--- config.mk ---
export PLATFORM = sky130hd
export DESIGN_NAME = iood_top
export DESIGN_NICKNAME = d
export VERILOG_FILES = /design/src/verilog/iood_pkg.sv /design/src/verilog/iood_addr_gen.sv /design/src/verilog/iood_top.sv
export SDC_FILE = /design/constraint.sdc
export NUM_CORES = 1
export LEC_CHECK = 0
export ABC_CLOCK_PERIOD_IN_PS = 3100
export BUFFER_PORTS_ARGS = -buffer_cell sky130_fd_sc_hd__clkbuf_2
export CORE_ASPECT_RATIO = 1.75
export CORE_UTILIZATION = 45
export CTS_CLUSTER_SIZE = 16
export DETAILED_ROUTE_END_ITERATION = 6
export PLACE_DENSITY_LB_ADDON = 0.25
export REMOVE_ABC_BUFFERS = 1
export SLEW_MARGIN = 10
export SYNTH_ARGS = -nofsm -noshare
export SYNTH_HDL_FRONTEND = slang
export SYNTH_HIERARCHICAL = 1
export SYNTH_SLANG_ARGS = --single-unit
--- constraint.sdc ---
create_clock -name clk_i -period 3.1 [get_ports clk_i]
set_clock_uncertainty 0.2 [all_clocks]
set_input_delay 0.31 -clock clk_i [delete_from_list [all_inputs] [get_ports clk_i]]
set_output_delay 0.31 -clock clk_i [all_outputs]
set_load 0.05 [all_outputs]
--- src/verilog/iood_pkg.sv ---
// Purpose: Shared constants and carrier types for the indexed offset operand decoder
// Assumes: 14-bit data space, 8-bit data path, 16-bit instruction words
// Notes:   Field positions and opcode patterns are named here once
package iood_pkg;

   localparam int ADDR_W     = 14;
   localparam int DATA_W     = 8;
   localparam int INSN_W     = 16;

   // Instruction word field positions
   localparam int OP_HI      = 15;
   localparam int OP6_LO     = 10;
   localparam int OP4_LO     = 12;
   localparam int OP8_LO     = 8;
   localparam int DEST_BIT   = 9;
   localparam int ACC_BIT    = 8;
   localparam int BIT_HI     = 11;
   localparam int BIT_LO     = 9;
   localparam int OFS_HI     = 7;

   // Opcode patterns
   localparam logic [5:0] OPC_ADD6   = 6'h09;  // 0010 01
   localparam logic [3:0] OPC_BSET4  = 4'h8;   // 1000
   localparam logic [7:0] OPC_FILL8  = 8'h68;  // 0110 1000 (access bit clear)
   localparam logic [7:0] OPC_FILL8A = 8'h69;  // Banked fill-ones form

   // Addressing constants
   localparam logic [7:0] IDX_LIMIT  = 8'h5F;
   localparam logic [7:0] FILL_VAL   = 8'hFF;
   localparam logic [3:0] NIB_MASK   = 4'hF;
   localparam logic [5:0] ACC_HI_PAGE = 6'h3F; // Upper access half maps to top page
   localparam logic [7:0] ACC_SPLIT  = 8'h60;
   localparam logic [13:0] RST_ADDR  = 14'h0000;
   localparam logic [7:0]  RST_BYTE  = 8'h00;

   typedef enum logic [1:0] {
      IOOD_OP_NONE,
      IOOD_OP_ADD,
      IOOD_OP_BSET,
      IOOD_OP_FILL
   } iood_op_type;

   // Decoded operand carrier
   typedef struct packed {
      iood_op_type       op;
      logic [13:0]       addr;
      logic              dest_file;
      logic [2:0]        bit_sel;
      logic              indexed;
   } iood_dec_type;

   // Status flags carrier
   typedef struct packed {
      logic n;
      logic overflow_flag;
      logic z;
      logic digit_carry_flag;
      logic c;
   } iood_flags_type;

endpackage : iood_pkg

--- src/verilog/iood_addr_gen.sv ---
// Purpose: Effective address former for file-register operands
// Assumes: Purely combinational, evaluated within the decode cycle
// Notes:   Output is registered by the instantiating module
`timescale 1ns/1ps
module iood_addr_gen (
   input  wire logic [7:0]  f_i,
   input  wire logic        acc_bank_sel_i,
   input  wire logic        ext_en_i,
   input  wire logic [13:0] stack_frame_pointer_i,
   input  wire logic [5:0]  bank_select_reg_i,
   output logic [13:0]      addr_o,
   output logic             indexed_o
);

   // Frame pointer plus zero-extended offset
   function automatic logic [13:0] iood_idx_sum(input logic [13:0] base,
                                                input logic [7:0]  ofs);
      iood_idx_sum = base + {6'h00, ofs};
   endfunction : iood_idx_sum

   // Address select; indexing wins only for low operands with access bit clear
   always_comb begin
      indexed_o = ext_en_i && !acc_bank_sel_i && (f_i <= iood_pkg::IDX_LIMIT);
      if (indexed_o) begin
         addr_o = iood_idx_sum(stack_frame_pointer_i, f_i);
      end else if (acc_bank_sel_i) begin
         addr_o = {bank_select_reg_i, f_i};
      end else if (f_i < iood_pkg::ACC_SPLIT) begin
         addr_o = {6'h00, f_i};
      end else begin
         addr_o = {iood_pkg::ACC_HI_PAGE, f_i};
      end
   end

endmodule : iood_addr_gen

--- src/verilog/iood_top.sv ---
// Purpose: Indexed literal offset operand decoder with add, bit-set and fill-ones
// Assumes: One instruction presented per enabled cycle; read data valid with it
// Notes:   Results appear one clock after the instruction is taken
// Operation
// - Low operand, access clear: frame-pointer offset
// - Standard mode: literal access or banked address
// - Config bit enables indexing; add, bit-set and fill-ones decode in both modes
// - Operands above 5Fh stay literal access
// - Indexing applies to all access-bit instructions
// - Zero frame pointer gives original access addresses
// - Destination bit works as in standard mode
// - Add accumulator to indexed register, select destination
// - Add decoded from 0010 01d0 kkkk kkkk
// - Add updates N, OV, C, DC, Z; one cycle
// - Bit-set sets one bit, no flags
// - Bit-set decoded from 1000 bbb0 kkkk kkkk
// - Fill-ones writes FFh, one cycle, no flags
// - Fill-ones decoded from 0110 1000 kkkk kkkk
// - Config bit low: standard core behaviour
// - Frame pointer is fourteen bits wide
`timescale 1ns/1ps
module iood_top (
   input  wire logic        clk_i,
   input  wire logic        srst_i,
   input  wire logic        ce_i,
   input  wire logic        extended_set_config_bit_i,
   input  wire logic        insn_valid_i,
   input  wire logic [15:0] insn_i,
   input  wire logic [13:0] stack_frame_pointer_i,
   input  wire logic [5:0]  bank_select_reg_i,
   input  wire logic [7:0]  wreg_i,
   input  wire logic [7:0]  rd_data_i,
   output logic [13:0]      addr_o,
   output logic             indexed_o,
   output logic             mem_we_o,
   output logic [7:0]       mem_wdata_o,
   output logic             wreg_we_o,
   output logic [7:0]       wreg_wdata_o,
   output logic             flags_we_o,
   output iood_pkg::iood_flags_type flags_o
);

   logic [7:0]               f_fld;
   logic                     acc_fld;
   logic [13:0]              ea;
   logic                     ea_idx;
   iood_pkg::iood_op_type    op_nxt;
   logic [8:0]               sum9;
   logic [4:0]               sum_lo;
   logic [7:0]               res;
   logic                     ext_en;
   logic                     d_fld;
   logic [2:0]               b_fld;

   assign f_fld   = insn_i[iood_pkg::OFS_HI:0];
   assign acc_fld = insn_i[iood_pkg::ACC_BIT];
   // Destination and bit-number fields, named once so the checks can sample them
   assign d_fld   = insn_i[iood_pkg::DEST_BIT];
   assign b_fld   = insn_i[iood_pkg::BIT_HI:iood_pkg::BIT_LO];
   // Mode enable is the config bit alone; it gates indexing only, while add, bit-set and fill-ones decode in both modes
   assign ext_en  = extended_set_config_bit_i;

   // Shared address former: every access-bit instruction goes through it
   iood_addr_gen u_addr (
      .f_i                   (f_fld),
      .acc_bank_sel_i        (acc_fld),
      .ext_en_i              (ext_en),
      .stack_frame_pointer_i (stack_frame_pointer_i),
      .bank_select_reg_i     (bank_select_reg_i),
      .addr_o                (ea),
      .indexed_o             (ea_idx)
   );

   // Opcode decode
   always_comb begin
      op_nxt = iood_pkg::IOOD_OP_NONE;
      if (insn_valid_i) begin
         if (insn_i[iood_pkg::OP_HI:iood_pkg::OP6_LO] == iood_pkg::OPC_ADD6) begin
            op_nxt = iood_pkg::IOOD_OP_ADD;
         end else if (insn_i[iood_pkg::OP_HI:iood_pkg::OP4_LO] == iood_pkg::OPC_BSET4) begin
            op_nxt = iood_pkg::IOOD_OP_BSET;
         end else if (insn_i[iood_pkg::OP_HI:iood_pkg::OP8_LO] == iood_pkg::OPC_FILL8 ||
                      insn_i[iood_pkg::OP_HI:iood_pkg::OP8_LO] == iood_pkg::OPC_FILL8A) begin
            op_nxt = iood_pkg::IOOD_OP_FILL;
         end
      end
   end

   // Arithmetic: 9-bit sum for carry, low nibble sum for digit carry
   assign sum9   = {1'b0, wreg_i} + {1'b0, rd_data_i};
   assign sum_lo = {1'b0, wreg_i[3:0]} + {1'b0, rd_data_i[3:0]};

   // Result per operation
   always_comb begin
      unique case (op_nxt)
         iood_pkg::IOOD_OP_ADD:  res = sum9[7:0];
         iood_pkg::IOOD_OP_BSET: res = rd_data_i |
                                       (8'h01 << insn_i[iood_pkg::BIT_HI:iood_pkg::BIT_LO]);
         iood_pkg::IOOD_OP_FILL: res = iood_pkg::FILL_VAL;
         iood_pkg::IOOD_OP_NONE: res = rd_data_i;
      endcase
   end

   // Address and mode indication, registered for the memory stage
   always_ff @(posedge clk_i) begin
      if (srst_i) begin
         addr_o    <= iood_pkg::RST_ADDR;
         indexed_o <= 1'b0;
      end else if (ce_i && insn_valid_i) begin
         addr_o    <= ea;
         indexed_o <= ea_idx;
      end
   end

   // Write path; destination bit honoured unchanged in both modes
   always_ff @(posedge clk_i) begin
      if (srst_i) begin
         mem_we_o     <= 1'b0;
         mem_wdata_o  <= iood_pkg::RST_BYTE;
         wreg_we_o    <= 1'b0;
         wreg_wdata_o <= iood_pkg::RST_BYTE;
      end else if (ce_i) begin
         mem_wdata_o  <= res;
         wreg_wdata_o <= res;
         unique case (op_nxt)
            iood_pkg::IOOD_OP_ADD: begin
               mem_we_o  <= insn_i[iood_pkg::DEST_BIT];
               wreg_we_o <= !insn_i[iood_pkg::DEST_BIT];
            end
            iood_pkg::IOOD_OP_BSET, iood_pkg::IOOD_OP_FILL: begin
               mem_we_o  <= 1'b1;
               wreg_we_o <= 1'b0;
            end
            iood_pkg::IOOD_OP_NONE: begin
               mem_we_o  <= 1'b0;
               wreg_we_o <= 1'b0;
            end
         endcase
      end
   end

   // Status flags: only add touches them, single cycle
   always_ff @(posedge clk_i) begin
      if (srst_i) begin
         flags_we_o <= 1'b0;
         flags_o    <= '0;
      end else if (ce_i) begin
         flags_we_o <= (op_nxt == iood_pkg::IOOD_OP_ADD);
         if (op_nxt == iood_pkg::IOOD_OP_ADD) begin
            flags_o.n                <= sum9[7];
            flags_o.z                <= (sum9[7:0] == 8'h00);
            flags_o.c                <= sum9[8];
            flags_o.digit_carry_flag <= sum_lo[4];
            // Same-sign operands giving opposite-sign result
            flags_o.overflow_flag    <= (wreg_i[7] == rd_data_i[7]) && (sum9[7] != wreg_i[7]);
         end
      end
   end

   // Checks, each one edge after the instruction is taken
   // Low operand in extended mode lands at pointer plus offset
   property p_idx_addr;
      @(posedge clk_i) disable iff (srst_i)
      ce_i && insn_valid_i && extended_set_config_bit_i && !acc_fld &&
         f_fld <= iood_pkg::IDX_LIMIT
      |=> indexed_o && addr_o == $past(stack_frame_pointer_i) + {6'h00, $past(f_fld)};
   endproperty
   a_idx_addr: assert property (p_idx_addr) else $error("indexed address wrong");

   // Standard mode with access bit set uses the bank register
   property p_std_bank;
      @(posedge clk_i) disable iff (srst_i)
      ce_i && insn_valid_i && !extended_set_config_bit_i && acc_fld
      |=> !indexed_o && addr_o == {$past(bank_select_reg_i), $past(f_fld)};
   endproperty
   a_std_bank: assert property (p_std_bank) else $error("banked address wrong");

   // Config bit low never indexes, so legacy code keeps its addresses
   property p_off_noidx;
      @(posedge clk_i) disable iff (srst_i)
      ce_i && insn_valid_i && !extended_set_config_bit_i |=> !indexed_o;
   endproperty
   a_off_noidx: assert property (p_off_noidx) else $error("indexing while disabled");

   // High operands keep their literal low byte
   property p_high_lit;
      @(posedge clk_i) disable iff (srst_i)
      ce_i && insn_valid_i && !acc_fld && f_fld > iood_pkg::IDX_LIMIT
      |=> !indexed_o && addr_o[7:0] == $past(f_fld);
   endproperty
   a_high_lit: assert property (p_high_lit) else $error("high operand redirected");

   // Destination bit picks exactly one target; data is the wrapped sum
   property p_add_dest;
      @(posedge clk_i) disable iff (srst_i)
      ce_i && op_nxt == iood_pkg::IOOD_OP_ADD
      |=> mem_we_o == $past(d_fld) && wreg_we_o != mem_we_o &&
          mem_wdata_o == $past(wreg_i) + $past(rd_data_i);
   endproperty
   a_add_dest: assert property (p_add_dest) else $error("add destination wrong");

   // Zero and negative follow the written result
   property p_add_flags;
      @(posedge clk_i) disable iff (srst_i)
      ce_i && op_nxt == iood_pkg::IOOD_OP_ADD
      |=> flags_we_o && flags_o.z == (wreg_wdata_o == 8'h00) && flags_o.n == wreg_wdata_o[7];
   endproperty
   a_add_flags: assert property (p_add_flags) else $error("add flags wrong");

   // Selected bit ends up set and no bit is cleared
   property p_bset;
      @(posedge clk_i) disable iff (srst_i)
      ce_i && op_nxt == iood_pkg::IOOD_OP_BSET
      |=> mem_we_o && !flags_we_o &&
          mem_wdata_o[$past(b_fld)] &&
          (mem_wdata_o | $past(rd_data_i)) == mem_wdata_o;
   endproperty
   a_bset: assert property (p_bset) else $error("bit set wrong");

   // Fill-ones writes all ones and leaves the accumulator alone
   property p_fill;
      @(posedge clk_i) disable iff (srst_i)
      ce_i && op_nxt == iood_pkg::IOOD_OP_FILL
      |=> mem_we_o && !wreg_we_o && !flags_we_o && mem_wdata_o == iood_pkg::FILL_VAL;
   endproperty
   a_fill: assert property (p_fill) else $error("fill ones wrong");

   // Zero pointer maps low operands onto their access addresses
   property p_zero_fp;
      @(posedge clk_i) disable iff (srst_i)
      ce_i && insn_valid_i && !acc_fld && stack_frame_pointer_i == 14'h0000 &&
         f_fld <= iood_pkg::IDX_LIMIT
      |=> addr_o == {6'h00, $past(f_fld)};
   endproperty
   a_zero_fp: assert property (p_zero_fp) else $error("zero pointer remap wrong");

   // Standard mode, access bit clear: low half on page zero, high half on top page
   property p_std_access;
      @(posedge clk_i) disable iff (srst_i)
      ce_i && insn_valid_i && !extended_set_config_bit_i && !acc_fld
      |=> !indexed_o && addr_o == {($past(f_fld) < iood_pkg::ACC_SPLIT) ? 6'h00 :
                                   iood_pkg::ACC_HI_PAGE, $past(f_fld)};
   endproperty
   a_std_access: assert property (p_std_access) else $error("access address wrong");

   // Access bit set always banks, whatever the mode
   property p_any_bank;
      @(posedge clk_i) disable iff (srst_i)
      ce_i && insn_valid_i && acc_fld
      |=> !indexed_o && addr_o == {$past(bank_select_reg_i), $past(f_fld)};
   endproperty
   a_any_bank: assert property (p_any_bank) else $error("access bit ignored");

   // Bit-set touches no bit but the selected one
   property p_bset_only;
      @(posedge clk_i) disable iff (srst_i)
      ce_i && op_nxt == iood_pkg::IOOD_OP_BSET
      |=> ((mem_wdata_o ^ $past(rd_data_i)) & ~(8'h01 << $past(b_fld))) == 8'h00 &&
          !wreg_we_o;
   endproperty
   a_bset_only: assert property (p_bset_only) else $error("other bits changed");

   // Carry and digit carry rebuilt from the operands, not from the sum path
   property p_add_carry;
      @(posedge clk_i) disable iff (srst_i)
      ce_i && op_nxt == iood_pkg::IOOD_OP_ADD
      |=> flags_o.c == ({1'b0, $past(wreg_i)} + {1'b0, $past(rd_data_i)} > 9'h0FF) &&
          flags_o.digit_carry_flag ==
             (($past(wreg_i) & 8'h0F) + ($past(rd_data_i) & 8'h0F) > 8'h0F);
   endproperty
   a_add_carry: assert property (p_add_carry) else $error("add carry flags wrong");

   // Overflow when the result sign differs from both operand signs
   property p_add_ovf;
      @(posedge clk_i) disable iff (srst_i)
      ce_i && op_nxt == iood_pkg::IOOD_OP_ADD
      |=> flags_o.overflow_flag ==
          ((($past(wreg_i) ^ wreg_wdata_o) &
            ($past(rd_data_i) ^ wreg_wdata_o) & 8'h80) != 8'h00);
   endproperty
   a_add_ovf: assert property (p_add_ovf) else $error("overflow flag wrong");

   // Flags hold across every instruction but add
   property p_flags_hold;
      @(posedge clk_i) disable iff (srst_i)
      ce_i && op_nxt != iood_pkg::IOOD_OP_ADD
      |=> !flags_we_o && $stable(flags_o);
   endproperty
   a_flags_hold: assert property (p_flags_hold) else $error("flags moved");

   // Enable low freezes address, both write enables, memory write data and flags, held write pulses included
   property p_ce_freeze;
      @(posedge clk_i) disable iff (srst_i)
      !ce_i
      |=> $stable(addr_o) && $stable(mem_we_o) && $stable(mem_wdata_o) &&
          $stable(wreg_we_o) && $stable(flags_o);
   endproperty
   a_ce_freeze: assert property (p_ce_freeze) else $error("moved while frozen");

   // No instruction, no writes; the last address stands
   property p_idle;
      @(posedge clk_i) disable iff (srst_i)
      ce_i && !insn_valid_i
      |=> !mem_we_o && !wreg_we_o && !flags_we_o &&
          $stable(addr_o) && $stable(indexed_o);
   endproperty
   a_idle: assert property (p_idle) else $error("write without instruction");

endmodule : iood_top

Word-level counts from Yosys, hierarchy flattened --
Cells that the tools add are included.
Cells by class: bitwise gates (word level) 1, $add $sub $neg 3, eq/ne operators 9, muxes and demuxes 10, multipliers 0, shifts and indexed selects 1, $lt $le $gt $ge 2, reduce and logical (&&, ||, !) cells 12, divide/modulo/power cells 0
Operators by type and width (number):
- 14-bit 2-to-1 mux | 3
- 8-bit case mux with 4 select lines | 1
- 8-bit by 7-bit equality test with 1-bit output (second input constant) | 2
- 14-bit by 8-bit adder with 14-bit output | 1
- 8-bit by 8-bit adder with 9-bit output | 1
- 8-bit by 7-bit <= comparator with 1-bit output (second input constant) | 1
- 8-bit zero test | 1
- 8-bit by 7-bit less-than comparator with 1-bit output (second input constant) | 1
- 2-bit 2-to-1 mux | 4
- 8-bit bitwise OR | 1
- 1-bit by 3-bit left shift with 8-bit output (first input constant) | 1
- 6-bit by 4-bit equality test with 1-bit output (second input constant) | 1
- 4-bit by 4-bit adder with 5-bit output | 1
- 2-bit equality test (second input constant) | 2
- 4-bit equality test (second input constant) | 1
- 1-bit logical AND | 4
- 1-bit case mux with 3 select lines | 1
- 3-bit OR reduction | 1
- 2-bit by 1-bit equality test with 1-bit output (second input constant) | 1
- 1-bit zero test | 2
- 2-bit zero test | 1
- 1-bit case mux with 2 select lines | 1
- 2-bit AND reduction | 1
- 2-bit OR reduction | 1
- 3 further kinds | 3
Word-level totals: logic and storage cells 49, output and inout bits 39, memory bits (writable) 0, input bits 57, flip-flop bits (word level) 31, memories kept 0, bits in read-only memories 0, bits in latches 0

Depth between registers and ports, before layout --
depth in word-level cells 9, depth in mapped cells 9, gate-level depth less buffers 9

Hierarchy --
The synthesis kept the hierarchy.
By module, submodules not included:
- iood_top | sequential area each 620.6 µm², cells each 220, instances 1, area an instance 1826.8 µm²
- iood_addr_gen | sequential area each 0.0 µm², cells each 93, instances 1, area an instance 671.9 µm²

Worst setup path after synthesis --
No wires, ideal clock.
kind input to register, start in stack_frame_pointer_i[0], end reg addr_o[10], data arrival time 2.012 ns, required time 2.830 ns, path buffers 0, setup time 0.070 ns, stages 9, slack 0.817 ns, path through ha_1 -> fa_1 -> a211oi_1 -> o211ai_2 -> nand4_1 -> nor2_1 -> a2111oi_2 -> nand2_1 -> a21oi_1
On the way: word-level cells in the longest chain between the ends 2
Ends and longest elaborated chain:
- start: declaration | RTL line iood_top.sv:29 | input wire logic [13:0] stack_frame_pointer_i,
- 14-bit by 8-bit adder with 14-bit output | RTL line iood_addr_gen.sv:18 | iood_idx_sum = base + {6'h00, ofs};
- 14-bit 2-to-1 mux | RTL line iood_addr_gen.sv:24 | if (indexed_o) begin
- named net ea[10] | RTL line iood_top.sv:45 | logic [13:0] ea;
- end signal: assignment | RTL line iood_top.sv:107 | addr_o <= iood_pkg::RST_ADDR;
- end: declaration | RTL line iood_top.sv:33 | output logic [13:0] addr_o,
The timed path passes the listed nets, and every way through them passes these cells. A chain may end at the register's enable or synchronous reset.

Worst setup path in the final report --
Ends and elaborated chain as after synthesis.

==> results_dict.tcl <==
set metrics [dict create \
    synthArstFlopShare_pct 0 \
    ys.warnings.count 6 \
    fin_util_pct 58.3 \
    cp_max_fo 4 \
    syn_area_um2 2500 \
    gp_congestion 0.852 \
    required_ps 3110 \
    drt_iter0_markers 85 \
    drv_slew 0 \
    synth-edff-count 0 \
    hold_viol_final 0 \
    synth_top_family_by_area "compound AO/OA/AOI/OAI gates" \
    routedWlPerCell_um 14.2 \
    vias_per_cell 5.60 \
    die_h_um 101 \
    grt_busiest_layer "met2" \
    setup_viol 0 \
    worstMarginPinSlew_ps 689 \
    synth-seq-cells 31 \
    grt_max_degree 18 \
    antenna_left 0 \
    rows 35 \
    routed_wl_um 6750 \
    antenna_found_initial 0 \
    design_area_um2 3090 \
    synthSimpleGateAreaFrac_pct 21.3 \
    crit_path_end_kind "flop" \
    maxCapViolCount 0 \
    clkSlewWorstSetupHoldPaths_ps 70 \
    grt_pass1_vias 2636 \
    cts_setup_buffers 0 \
    cts_resized 0 \
    post-place-ws_ps 488 \
    timing_worst_setup_path_type "in2reg" \
    whs_ps 96.7 \
    fin_nets 475 \
    ios 96 \
    tns_ps 0 \
    htreeDepth 2 \
    synth_cells 313 \
    max-slew-margin-rel_pct 53.7 \
    ys.flop_type "dfxtp_1" \
    placed_area_um2 2990 \
    met2_usage_pct 48.4 \
    synth_compound_area_share_pct 32.1 \
    hold_buffers 0 \
    coreArea_um2 5300 \
    min_period_over_period_pct 74.8 \
    vias 2660 \
    ys_types 68 \
    cts_sinks 31 \
    synth_fa_ha_area_share_pct 9.61 \
    drc 0 \
    layout-drive-gt1-share_pct 30.9 \
    start_util_pct 47.2 \
    synth_top_area_share_pct 24.8 \
    use_met1_pct 23.5 \
    num-fill-cells 554 \
    layout_commonest_cell "clkbuf_2" \
    irDropWorstVdd_uv 215 \
    gr-usage-all-layers_pct 24.8 \
    placedCellCount 467 \
    avgSynthCellArea_um2 7.98 \
    place_hpwl_um 5530 \
    p_per_area_nw_per_um2 384 \
    area_delta_synth_final_pct 23.6 \
    clockBufferDepth 2 \
    grt_pass1_wl_um 11300 \
    dr.pass1.iters 4 \
    synth_xor_area_share_pct 4.91 \
    num_antenna_cells 0 \
    finalWorstSetupSlack_ps 782 \
    die_w_um 58.3 \
    outcome "finished clean" \
    synth.area.mux_share_pct 1.30 \
    rsz0062_at_grt "no" \
    grtUsageMet3_pct 3.85 \
    overflow 0 \
    p_leak_nw 1.40 \
    root_buffer "clkbuf_8" \
    cts_tree "built" \
    post-route-min-period_ps 2320 \
    fmax_mhz 431 \
    layout_common_cells "95 x clkbuf_2, 50 x nand2_1, 31 x a21oi_1, 31 x dfxtp_1, 18 x o21ai_0" \
    min_path_type "in2reg" \
    clk_latency_ps 280 \
    die_area_um2 5870 \
    worst-endpoint-arrival_ps 2330 \
    yosys.area.top_type "dfxtp_1" \
    final_cells 475 \
    finalPower_mw 1.19 \
    portBuffers 95 \
    synth.area.top_cells "dfxtp_1 25%, ha_1 8.0%, nand2_1 7.5%" \
    yosysSeqAreaShare_pct 24.8 \
    cp-start-kind "input port" \
    cts_buffers 5 \
]
[power by group]
group / leakage, nW / internal (mW) / switching (mW)
clock: 0.0515 / 0.203 / 0.151
sequential: 0.253 / 0.416 / 0.0108
combinational: 1.09 / 0.148 / 0.260
[synth_stat cells, types with 2 or more instances]
cell	instances
a211oi_1	6
or3_1	2
o21a_1	2
a21o_1	8
nor3b_1	2
buf_1	2
nor2b_1	5
nor3_1	5
o22ai_1	6
xnor2_1	5
a2bb2oi_1	2
mux2_2	2
nand2b_1	4
a22o_1	4
clkbuf_1	7
a32oi_1	4
buf_4	9
o21ai_1	2
nand3b_1	3
a21oi_1	31
o21ai_0	18
a31oi_1	3
a2111oi_0	3
o211ai_2	2
nand4_1	5
nand2_1	50
o211ai_1	3
nor4_1	2
nor2_1	11
and3_1	4
dfxtp_1	31
ha_1	16
inv_1	7
a211oi_2	3
fa_1	2
a221oi_1	2
xor2_1	9
[registers in the layout (all words and copies together), names as in the netlist]
signal / count
indexed_o: 1
addr_o: 14
flags_we_o: 1
wreg_wdata_o: 8
flags_o: 5
wreg_we_o: 1
mem_we_o: 1
[final cells by class]
class	instances	area (um2)	area share, %
inverter	7	26.3	0.851
tap	74	92.6	3.00
timing repair buffer	101	520	16.8
multi-input combinational	254	1730	56.0
sequential	31	621	20.1
clock buffer	8	100	3.24
[kinds of logic after synthesis]
family / after synthesis
AO/OA/AOI/OAI: 115
AND/OR/NAND/NOR: 104
flip-flops: 31
buffers and inverters: 28
adder cells (fa/ha/maj): 18
XOR/XNOR: 14
multiplexers: 3
[metal layers]
layer  vias up  wire length [um]
li1       1345                 -
met1      1195              2480
met5         -                 0
met3        24               303
met4         0               310
met2        96              3650
[worst paths after layout]
check                           startpoint               to  slack [ps]  cells after the start
setup / recovery  stack_frame_pointer_i[0]       addr_o[10]         780                     10
hold / removal                rd_data_i[2]  wreg_wdata_o[2]         100                      3
setup reg to reg           wreg_wdata_o[4]  wreg_wdata_o[4]        1970                      3
hold reg to reg                 flags_o[2]       flags_o[2]         240                      2
[critical path: stages]
cell and delay, ps:
clkbuf_2 90, ha_1 230, fa_1 430, a211oi_1 380, o211ai_2 180, nand4_1 160
nor2_1 70, a2111oi_2 270, nand2_1 90, a21oi_1 130
No activity file was read; power rests on OpenSTA's default activity.
